[config.mk]
export PLATFORM = sky130hd
export DESIGN_NAME = fault_status_flag_bank
export DESIGN_NICKNAME = d
export VERILOG_FILES = /design/src/hdl/fault_flag_pkg.sv /design/src/hdl/sticky_flag_bank.sv /design/src/hdl/fault_status_flag_bank.sv
export SDC_FILE = /design/constraint.sdc
export NUM_CORES = 1
export LEC_CHECK = 0
export BUFFER_PORTS_ARGS = -buffer_cell sky130_fd_sc_hd__buf_2
export CAP_MARGIN = 30
export CORE_UTILIZATION = 55
export CTS_CLUSTER_SIZE = 28
export DETAILED_ROUTE_END_ITERATION = 12
export PLACE_DENSITY = 0.76
export SYNTH_ARGS = -nofsm -noshare
export SYNTH_HDL_FRONTEND = slang
export SYNTH_HIERARCHICAL = 1
export SYNTH_SLANG_ARGS = --single-unit
export TNS_END_PERCENT = 10
[constraint.sdc]
create_clock -name core_clk_i -period 6.35 [get_ports core_clk_i]
set_input_delay 0.635 -clock core_clk_i [delete_from_list [all_inputs] [get_ports core_clk_i]]
set_output_delay 0.635 -clock core_clk_i [all_outputs]
set_load 0.03 [all_outputs]
[src/hdl/fault_flag_pkg.sv]
// constants for the fault status flag bank: register offsets, field
// positions, reset values and widths.
// assumes a byte-wide register port driven by the control-bus front end.
package fault_flag_pkg;

    // register width and address width
    localparam int unsigned DATA_W = 8;
    localparam int unsigned ADDR_W = 8;

    // live (present-condition) registers
    localparam logic [7:0] OFS_LIVE_CLOCK_SUPPLY    = 8'h44;
    localparam logic [7:0] OFS_LIVE_THERMAL_REG     = 8'h47;
    localparam logic [7:0] OFS_LIVE_BROWNOUT        = 8'h48;
    // latched (sticky) registers
    localparam logic [7:0] OFS_LATCHED_PROTECTION   = 8'h49;
    localparam logic [7:0] OFS_LATCHED_CHECKSUM     = 8'h4a;
    localparam logic [7:0] OFS_LATCHED_CLOCK_SUPPLY = 8'h4b;
    // mask registers, one per latched register
    localparam logic [7:0] OFS_MASK_PROTECTION      = 8'h3b;
    localparam logic [7:0] OFS_MASK_CHECKSUM        = 8'h3c;
    localparam logic [7:0] OFS_MASK_CLOCK_SUPPLY    = 8'h3d;
    // clock/interrupt configuration register holding the clear command
    localparam logic [7:0] OFS_CLEAR_CONTROL        = 8'h5c;

    // field positions
    localparam int unsigned POS_CLOCK_ERROR     = 7;
    localparam int unsigned POS_BATTERY_UV      = 5;
    localparam int unsigned POS_TEMP_LSB        = 4;
    localparam int unsigned POS_REGULATOR_LSB   = 1;
    localparam int unsigned POS_LOCKOUT         = 0;
    localparam int unsigned POS_THERMAL_LSB     = 6;
    localparam int unsigned POS_SUPPLY_DIFF     = 5;
    localparam int unsigned POS_BROWNOUT_ACTIVE = 4;
    localparam int unsigned POS_BROWNOUT_LVL    = 0;
    localparam int unsigned POS_OTP_CHECKSUM    = 6;
    localparam int unsigned POS_LOAD_DONE       = 5;
    localparam int unsigned POS_LOAD_RESULT_LSB = 3;
    localparam int unsigned POS_CLEAR_COMMAND   = 2;

    // status registers all reset to zero
    localparam logic [7:0] RST_STATUS           = 8'h00;
    // mask reset values
    localparam logic [7:0] RST_MASK_PROTECTION  = 8'hfc;
    localparam logic [7:0] RST_MASK_CHECKSUM    = 8'hbe;
    localparam logic [7:0] RST_MASK_CLOCK_SUPPLY = 8'hdf;

    // load-diagnostic result codes
    localparam logic [1:0] LOAD_NORMAL = 2'h0;
    localparam logic [1:0] LOAD_OPEN   = 2'h1;
    localparam logic [1:0] LOAD_SHORT  = 2'h2;

    // width of the synchronised condition vector
    localparam int unsigned COND_W = 30;

endpackage

[src/hdl/sticky_flag_bank.sv]
// a bank of sticky flags that a condition sets and a clear pulse resets.
// assumes set and clear are both on the core clock and already synchronised.
`timescale 1ns/1ns
`default_nettype none
module sticky_flag_bank
    import fault_flag_pkg::*;
#(
    parameter int unsigned WIDTH = 8
) (
    // clock and reset
    input  wire logic             clk_i,
    input  wire logic             rst_n_i,
    // condition and clear
    input  wire logic [WIDTH-1:0] set_i,
    input  wire logic             clear_i,
    // held flags
    output logic      [WIDTH-1:0] flags_o
);

    logic [WIDTH-1:0] flags_reg;
    logic [WIDTH-1:0] flags_next;

    // a condition present in the clear cycle is kept, so no event is lost
    always_comb begin
        if (clear_i) begin
            flags_next = set_i;
        end else begin
            flags_next = flags_reg | set_i;
        end
    end

    // flags reset to zero
    always_ff @(posedge clk_i or negedge rst_n_i) begin
        if (!rst_n_i) begin
            flags_reg <= '0;
        end else begin
            flags_reg <= flags_next;
        end
    end

    assign flags_o = flags_reg;

endmodule
`default_nettype wire

[src/hdl/fault_status_flag_bank.sv]
// fault status flag bank: live and latched fault flags, masks, clear
// command and the interrupt request of an audio amplifier.
// assumes the control-bus front end drives the byte register port on the
// core clock; fault conditions arrive from analog/other domains.
//
// Functional notes
// - clock error live flag, 0x44 bit 7
// - battery undervoltage live flag, 0x44 bit 5
// - four die-temperature flags, 0x47 bits 7-4
// - regulator uv/ov/overload live, 0x47 bits 3-1
// - power-stage lockout live flag, 0x47 bit 0
// - thermal threshold two and one, bits 7-6
// - supply difference low flag, bit 5
// - brownout active bit 4, levels bits 3-0
// - latch brownout mute and hold, 0x49 bits 7-6
// - latch limiter events, 0x49 bits 5-3
// - latch audio port clock error, bit 2
// - latch over-current bit 1, over-temperature bit 0
// - latch checksum error, 0x4a bit 6
// - latch load diagnostics done, 0x4a bit 5
// - load result code in 0x4a bits 4-3
// - latched clock error and battery undervoltage, 0x4b
// - status read-only, reset zero, reserved zero
// - mask bit one suppresses source interrupt
// - self-clearing bit clears all latched registers, except flags whose condition is still present
`timescale 1ns/1ns
`default_nettype none
module fault_status_flag_bank
    import fault_flag_pkg::*;
(
    // clock and reset
    input  wire logic              core_clk_i,
    input  wire logic              reset_n_i,
    // register port from the control-bus front end
    input  wire logic [ADDR_W-1:0] reg_addr_i,
    input  wire logic              reg_rd_i,
    input  wire logic              reg_wr_i,
    input  wire logic [DATA_W-1:0] reg_wdata_i,
    output logic      [DATA_W-1:0] reg_rdata_o,
    // clock and supply conditions
    input  wire logic              live_internal_clock_error_i,
    input  wire logic              live_battery_rail_undervoltage_i,
    input  wire logic [3:0]        live_temp_over_i,
    input  wire logic [2:0]        live_regulator_fault_i,
    input  wire logic              live_power_stage_lockout_i,
    // thermal detect and brownout conditions
    input  wire logic [1:0]        live_thermal_detect_i,
    input  wire logic              live_supply_difference_low_i,
    input  wire logic              live_brownout_active_i,
    input  wire logic [3:0]        live_brownout_level_i,
    // protection events
    input  wire logic              brownout_mute_i,
    input  wire logic              brownout_infinite_hold_i,
    input  wire logic              limiter_max_atten_i,
    input  wire logic              below_inflection_i,
    input  wire logic              limiter_active_i,
    input  wire logic              audio_port_clock_error_i,
    input  wire logic              over_current_i,
    input  wire logic              over_temperature_i,
    // checksum and load diagnostics
    input  wire logic              otp_checksum_error_i,
    input  wire logic              load_diag_done_i,
    input  wire logic [1:0]        load_fault_result_i,
    // results
    output logic                   irq_o,
    output logic                   shutdown_o
);

    // reset release synchroniser
    logic rst_meta_reg;
    logic rst_sync_reg;

    always_ff @(posedge core_clk_i or negedge reset_n_i) begin
        if (!reset_n_i) begin
            rst_meta_reg <= 1'b0;
            rst_sync_reg <= 1'b0;
        end else begin
            rst_meta_reg <= 1'b1;
            rst_sync_reg <= rst_meta_reg;
        end
    end

    // condition synchroniser: conditions come from outside the clock domain
    logic [COND_W-1:0] cond_raw;
    logic [COND_W-1:0] cond_meta_reg;
    logic [COND_W-1:0] cond_reg;
    logic [COND_W-1:0] cond_meta_next;
    logic [COND_W-1:0] cond_next;

    assign cond_raw = {live_internal_clock_error_i, live_battery_rail_undervoltage_i,
                       live_temp_over_i, live_regulator_fault_i,
                       live_power_stage_lockout_i, live_thermal_detect_i,
                       live_supply_difference_low_i, live_brownout_active_i,
                       live_brownout_level_i,
                       brownout_mute_i, brownout_infinite_hold_i, limiter_max_atten_i,
                       below_inflection_i, limiter_active_i, audio_port_clock_error_i,
                       over_current_i, over_temperature_i,
                       otp_checksum_error_i, load_diag_done_i, load_fault_result_i};

    always_comb begin
        cond_meta_next = cond_raw;
        cond_next      = cond_meta_reg;
    end

    always_ff @(posedge core_clk_i or negedge rst_sync_reg) begin
        if (!rst_sync_reg) begin
            cond_meta_reg <= '0;
            cond_reg      <= '0;
        end else begin
            cond_meta_reg <= cond_meta_next;
            cond_reg      <= cond_next;
        end
    end

    // unpack synchronised conditions
    logic       s_clock_error;
    logic       s_battery_uv;
    logic [3:0] s_temp_over;
    logic [2:0] s_regulator;
    logic       s_lockout;
    logic [1:0] s_thermal;
    logic       s_supply_diff;
    logic       s_bo_active;
    logic [3:0] s_bo_level;
    logic [7:0] s_protection;
    logic       s_otp;
    logic       s_load_done;
    logic [1:0] s_load_result;

    assign {s_clock_error, s_battery_uv, s_temp_over, s_regulator, s_lockout,
            s_thermal, s_supply_diff, s_bo_active, s_bo_level,
            s_protection, s_otp, s_load_done, s_load_result} = cond_reg;

    // live register images, reserved bits tied to zero
    logic [7:0] live_clock_supply_faults;
    logic [7:0] live_thermal_regulator_faults;
    logic [7:0] live_brownout_threshold_flags;

    always_comb begin
        live_clock_supply_faults      = RST_STATUS;
        live_thermal_regulator_faults = RST_STATUS;
        live_brownout_threshold_flags = RST_STATUS;
        live_clock_supply_faults[POS_CLOCK_ERROR] = s_clock_error;
        live_clock_supply_faults[POS_BATTERY_UV]  = s_battery_uv;
        live_thermal_regulator_faults[POS_TEMP_LSB +: 4]      = s_temp_over;
        live_thermal_regulator_faults[POS_REGULATOR_LSB +: 3] = s_regulator;
        live_thermal_regulator_faults[POS_LOCKOUT]            = s_lockout;
        live_brownout_threshold_flags[POS_THERMAL_LSB +: 2]   = s_thermal;
        live_brownout_threshold_flags[POS_SUPPLY_DIFF]        = s_supply_diff;
        live_brownout_threshold_flags[POS_BROWNOUT_ACTIVE]    = s_bo_active;
        live_brownout_threshold_flags[POS_BROWNOUT_LVL +: 4]  = s_bo_level;
    end

    // clear command: a write of one yields a single-cycle pulse
    logic clear_pulse_reg;
    logic clear_pulse_next;

    always_comb begin
        clear_pulse_next = reg_wr_i && (reg_addr_i == OFS_CLEAR_CONTROL)
                           && reg_wdata_i[POS_CLEAR_COMMAND];
    end

    always_ff @(posedge core_clk_i or negedge rst_sync_reg) begin
        if (!rst_sync_reg) begin
            clear_pulse_reg <= 1'b0;
        end else begin
            clear_pulse_reg <= clear_pulse_next;
        end
    end

    // sticky set vectors for the latched registers
    logic [7:0] set_protection;
    logic [7:0] set_checksum;
    logic [7:0] set_clock_supply;

    always_comb begin
        set_checksum     = RST_STATUS;
        set_clock_supply = RST_STATUS;
        set_protection = s_protection;
        set_checksum[POS_OTP_CHECKSUM] = s_otp;
        set_checksum[POS_LOAD_DONE]    = s_load_done;
        // latched clock error and battery uv
        set_clock_supply[POS_CLOCK_ERROR] = s_clock_error;
        set_clock_supply[POS_BATTERY_UV]  = s_battery_uv;
    end

    logic [7:0] latched_protection_events;
    logic [7:0] latched_checksum_flags;
    logic [7:0] latched_clock_supply_faults;

    sticky_flag_bank #(.WIDTH(8)) protection_bank (
        .clk_i   (core_clk_i),
        .rst_n_i (rst_sync_reg),
        .set_i   (set_protection),
        .clear_i (clear_pulse_reg),
        .flags_o (latched_protection_events)
    );

    sticky_flag_bank #(.WIDTH(8)) checksum_bank (
        .clk_i   (core_clk_i),
        .rst_n_i (rst_sync_reg),
        .set_i   (set_checksum),
        .clear_i (clear_pulse_reg),
        .flags_o (latched_checksum_flags)
    );

    sticky_flag_bank #(.WIDTH(8)) clock_supply_bank (
        .clk_i   (core_clk_i),
        .rst_n_i (rst_sync_reg),
        .set_i   (set_clock_supply),
        .clear_i (clear_pulse_reg),
        .flags_o (latched_clock_supply_faults)
    );

    // load result is captured on the rising edge of the done condition,
    // since the code itself is a value, not a flag to be or-ed
    logic       load_done_prev_reg;
    logic       load_done_prev_next;
    logic [1:0] load_result_reg;
    logic [1:0] load_result_next;

    always_comb begin
        load_done_prev_next = s_load_done;
        load_result_next    = load_result_reg;
        if (clear_pulse_reg) begin
            load_result_next = LOAD_NORMAL;
        end
        if (s_load_done && !load_done_prev_reg) begin
            load_result_next = s_load_result;
        end
    end

    always_ff @(posedge core_clk_i or negedge rst_sync_reg) begin
        if (!rst_sync_reg) begin
            load_done_prev_reg <= 1'b0;
            load_result_reg    <= LOAD_NORMAL;
        end else begin
            load_done_prev_reg <= load_done_prev_next;
            load_result_reg    <= load_result_next;
        end
    end

    logic [7:0] latched_checksum_load_diag;

    always_comb begin
        latched_checksum_load_diag = latched_checksum_flags;
        latched_checksum_load_diag[POS_LOAD_RESULT_LSB +: 2] = load_result_reg;
    end

    // mask registers: software writes every bit, reads back what it wrote
    logic [7:0] mask_protection_reg;
    logic [7:0] mask_checksum_reg;
    logic [7:0] mask_clock_supply_reg;
    logic [7:0] mask_protection_next;
    logic [7:0] mask_checksum_next;
    logic [7:0] mask_clock_supply_next;

    always_comb begin
        mask_protection_next   = mask_protection_reg;
        mask_checksum_next     = mask_checksum_reg;
        mask_clock_supply_next = mask_clock_supply_reg;
        if (reg_wr_i) begin
            case (reg_addr_i)
                OFS_MASK_PROTECTION: begin
                    mask_protection_next = reg_wdata_i;
                end
                OFS_MASK_CHECKSUM: begin
                    mask_checksum_next = reg_wdata_i;
                end
                OFS_MASK_CLOCK_SUPPLY: begin
                    mask_clock_supply_next = reg_wdata_i;
                end
                default: begin
                    mask_protection_next = mask_protection_reg;
                end
            endcase
        end
    end

    always_ff @(posedge core_clk_i or negedge rst_sync_reg) begin
        if (!rst_sync_reg) begin
            mask_protection_reg   <= RST_MASK_PROTECTION;
            mask_checksum_reg     <= RST_MASK_CHECKSUM;
            mask_clock_supply_reg <= RST_MASK_CLOCK_SUPPLY;
        end else begin
            mask_protection_reg   <= mask_protection_next;
            mask_checksum_reg     <= mask_checksum_next;
            mask_clock_supply_reg <= mask_clock_supply_next;
        end
    end

    // read decode; unmapped addresses and writes to status registers are
    // ignored and read as zero
    function automatic logic [7:0] read_mux(input logic [7:0] addr,
                                            input logic [7:0] live_a,
                                            input logic [7:0] live_b,
                                            input logic [7:0] live_c,
                                            input logic [7:0] ltch_a,
                                            input logic [7:0] ltch_b,
                                            input logic [7:0] ltch_c,
                                            input logic [7:0] msk_a,
                                            input logic [7:0] msk_b,
                                            input logic [7:0] msk_c);
        logic [7:0] value;
        value = RST_STATUS;
        case (addr)
            OFS_LIVE_CLOCK_SUPPLY:    value = live_a;
            OFS_LIVE_THERMAL_REG:     value = live_b;
            OFS_LIVE_BROWNOUT:        value = live_c;
            OFS_LATCHED_PROTECTION:   value = ltch_a;
            OFS_LATCHED_CHECKSUM:     value = ltch_b;
            OFS_LATCHED_CLOCK_SUPPLY: value = ltch_c;
            OFS_MASK_PROTECTION:      value = msk_a;
            OFS_MASK_CHECKSUM:        value = msk_b;
            OFS_MASK_CLOCK_SUPPLY:    value = msk_c;
            default:                  value = RST_STATUS;
        endcase
        return value;
    endfunction

    // read data, interrupt and shutdown registers
    logic [7:0] rdata_reg;
    logic [7:0] rdata_next;
    logic       irq_reg;
    logic       irq_next;
    logic       shutdown_reg;
    logic       shutdown_next;

    always_comb begin
        rdata_next = rdata_reg;
        if (reg_rd_i) begin
            rdata_next = read_mux(reg_addr_i,
                                  live_clock_supply_faults,
                                  live_thermal_regulator_faults,
                                  live_brownout_threshold_flags,
                                  latched_protection_events,
                                  latched_checksum_load_diag,
                                  latched_clock_supply_faults,
                                  mask_protection_reg,
                                  mask_checksum_reg,
                                  mask_clock_supply_reg);
        end
        irq_next = |(latched_protection_events & ~mask_protection_reg)
                 | |(latched_checksum_load_diag & ~mask_checksum_reg)
                 | |(latched_clock_supply_faults & ~mask_clock_supply_reg);
        shutdown_next = s_clock_error | s_battery_uv | (|s_regulator) | s_lockout;
    end

    always_ff @(posedge core_clk_i or negedge rst_sync_reg) begin
        if (!rst_sync_reg) begin
            rdata_reg    <= RST_STATUS;
            irq_reg      <= 1'b0;
            shutdown_reg <= 1'b0;
        end else begin
            rdata_reg    <= rdata_next;
            irq_reg      <= irq_next;
            shutdown_reg <= shutdown_next;
        end
    end

    assign reg_rdata_o = rdata_reg;
    assign irq_o       = irq_reg;
    assign shutdown_o  = shutdown_reg;

endmodule
`default_nettype wire

# Yosys cells after proc, flatten, opt, wreduce, memory -nomap -nowiden
# Cells that the tools add are included.
# totals
wordCells,58
out_inout_bits,10
inputBits,50
register_bits,124
# op_classes
n_eq_ne,10
n_mux,6
n_reduce_logical,12
bitwise_logic,14
# op_table
operator,count
case mux 8 bit (9 select lines),1
"== test 8 x 7 -> 1 bit, second input constant",7
AND 8 bit,3
"== test 8 x 6 -> 1 bit, second input constant",3
2-to-1 mux 8 bit,3
inverter 8 bit,3
OR reduction 8 bit,3
OR 8 bit,2
OR 8 x 7 -> 8 bit,1
AND reduction 2 bit,3
OR 1 bit,5
2-to-1 mux 2 bit,2
logical AND 1 bit,3
OR reduction 3 bit,1
nonzero test 2 bit,1
logical NOT 1 bit,1

# Depth between registers and ports, before layout
# depth
ltp_word,5
ltp_mapped,7
depth_no_buf,5

# Hierarchy
# Netlist, hierarchy kept.
# by_module_without_submodules
module,area_each_um2,instances,cells_each
fault_status_flag_bank,3822.4,1,284
sticky_flag_bank,264.0,3,17

# Least setup slack after synthesis
# OpenSTA, ideal clock, no wires.
# synth_path
path_kind,input port to flip-flop
startpoint,input reg_addr_i[6]
endpoint,register rdata_reg[7] (netlist: reg_rdata_o[7])
path_slack_ps,4290
t_required_ps,6225
setup_time_ps,125
arrival_time_ps,1935
cell_stages,6
path_cell_list,and4bb_1 and4b_4 buf_6 a22o_1 or3_1 mux2_2
# synth_between
elab_chain_len,2
word_cells_on_any_way,10
classes_between,9 x eq/ne; 1 x mux
# synth_lines
element,line,text
"start, declared",fault_status_flag_bank.sv:35,"input wire logic [ADDR_W-1:0] reg_addr_i,"
== test 8 x 6 -> 1 bit or == test 8 x 7 -> 1 bit (tied branches),fault_status_flag_bank.sv:306,case (addr)
case mux 8 bit (9 select lines) (*),fault_status_flag_bank.sv:306,
"end signal, assigned",fault_status_flag_bank.sv:355,rdata_reg <= rdata_next;
"end, declared",fault_status_flag_bank.sv:322,logic [7:0] rdata_reg;
# Every way passes the cells marked *; elsewhere a longest branch is shown, timed or not.
# A chain may end at the register's enable or synchronous reset.

# Final worst setup path
# layout_path
startpoint,input reg_addr_i[1]
endpoint,register mask_checksum_reg[6]
# layout_between
elab_chain_len,2
# layout_lines
element,line,text
== test 8 x 6 -> 1 bit,fault_status_flag_bank.sv:263,case (reg_addr_i)
AND reduction 2 bit (no line),-,
"end signal, assigned",fault_status_flag_bank.sv:287,mask_checksum_reg <= mask_checksum_next;
"end, declared",fault_status_flag_bank.sv:252,logic [7:0] mask_checksum_reg;
# Every way passes these cells.

==> flow_summary.ini <==
[worst_setup_path]
r2r-end = reg_rdata_o[7]
r2r_slack_ps = 4710
startpoint_type = primary input
slowest_delay_ps = 470
path_cells = buf_2 -> nor2b_1 -> and4b_4 -> nand2_1 -> mux2_1
crit_buf_inv = 1
critPathKind = in2reg
crit_path_top_delay_cell = nor2b_1
critPathMaxFanout = 26
r2r_cells = 5
r2r-start = checksum_bank/flags_o[7]
critPathCaptureType = register
crit_required_ps = 6740
cp.arrival_ps = 2400
path_delay_family = simple AND/OR/NAND/NOR gates

[power]
p_leak_nw = 2.57
ir_drop_v = 0.000264
powerDensity_nw_per_um2 = 329

[placed_design]
dp_hpwl_um = 7180
gp_congestion = 0.934
port_buffers = 59
post-place-cells = 493
pre_cts_slack_ps = 3860

[clock_network]
htree_num_levels = 4
clkTransAtPathRegs_ps = 60
clk_path_buf_depth = 2
cts_setup_buffers = 0
clock-sinks = 122
numCtsBuffers = 17
post_cts_resized = 0
clk_latency_ps = 510
cts_tree = yes
cts_root_buffer = clkbuf_8
hold_buffers = 1

[die]
floorplan.initialDensity_pct = 58.0
dieHeight_um = 93.0
num_io_pins = 60
std_cell_rows = 32
die_area_sq_um = 8640
die_w_um = 93.0
core_sq_um = 7850

[final_layout]
finish.utilization_pct = 70.6
layout_common_cells = dfrtp_1 (102), buf_2 (59), mux2_1 (28), inv_1 (25), a21o_1 (23)
area_growth_pct = 21.8
antenna_cells = 0
final_common_cell = dfrtp_1
fin_cells = 526
drive_gt1_share_pct = 29.5
fin_nets = 461

[timing]
hold_viol = 0
maxSlewViolCount = 0
tightest_slew_ps = 895
finalSetupTns_ps = 0
setup_viol = 0
period_share_pct = 31.7
rsz0062_at_grt = false
finalClockSkew_ps = 12.7
max_clock_freq_mhz = 497
setup_slack_ps = 4340
min_period_ps = 2010
max_slew_margin_pct = 40.3

[yosys]
yosys_warnings = 6
syn_inst = 331
synth_area_sq_um = 4550
syn_avg_cell_area_sq_um = 13.7

[status]
run_status = finished, final reports clean

[route]
drt_iter0_markers = 189
viasPerCell = 5.67
antenna_left = 0
wl_per_cell_um = 19.3
wl_um = 10100
drc = 0
via_count = 2984
first_pass_iters = 5

[global_routing]
grt_pass1_wl_um = 16400
grt.total_usage_pct = 26.7
antenna_found_initial = 0
grt_pass1_vias = 3017
grt_max_degree = 77
overflow = 0

[worst_hold_path]
holdPathStages = 1
hp-class = in2reg
hold_end = cond_meta_reg[7]
hold_path.startpoint = limiter_active_i

[job]
maxCapViolations = 0
worst max-delay path by stage:
stage / start / end / slack [ps] / cells past startpoint
after floorplan: rst_sync_reg / checksum_bank/flags_o[0] / 2730 / 0
after global placement: reg_addr_i[1] / mask_checksum_reg[6] / 3930 / 5
after detailed placement: reg_addr_i[1] / mask_checksum_reg[0] / 3860 / 5
after CTS: reg_addr_i[1] / mask_checksum_reg[6] / 4380 / 5
after global routing: reg_addr_i[1] / mask_checksum_reg[6] / 4240 / 5
final: reg_addr_i[1] / mask_checksum_reg[6] / 4340 / 5
worst register-to-register path: stages (launching register included):
cell and delay, ps:
dfrtp_1 420, mux2_2 270, a22oi_1 150, nor2_1 60, or3_1 360, mux2_2 260
per-layer routing:
metal	wire (um)	up-vias	share of wire, %	track usage, %
met5	0	-	0	0
met4	301	0	3.0	12.6
met3	490	25	4.8	6.57
met2	4880	117	48	39.8
met1	4470	1499	44	37.1
li1	-	1343	-	-
report_power, final:
group	internal [W]	switching, W
Clock	0.000533	0.000380
Combinational	0.0000300	0.0000417
Sequential	0.000814	0.0000244
metrics by stage:
step / hold WS, ps / total power (W) / instance area, sq um
detailed placement: 336 / 0.000923 / 4970
global route: 201 / 0.00189 / 5540
floorplan: 331 / 0.000883 / 4580
CTS: 203 / 0.00184 / 5540
finish: 221 / 0.00182 / 5540
global placement: 331 / 0.000920 / 4970
area by class of cell:
| cell class | instances | area [sq um] |
|---|---|---|
| repair buffers | 61 | 313 |
| well taps | 102 | 128 |
| flip-flops and latches | 122 | 3080 |
| fillers | 581 | 2300 |
| inverters | 28 | 105 |
| multi-input cells | 181 | 1350 |
| clock buffers | 17 | 414 |
| clock inverters | 15 | 153 |
(Power assumes the default switching activity.)
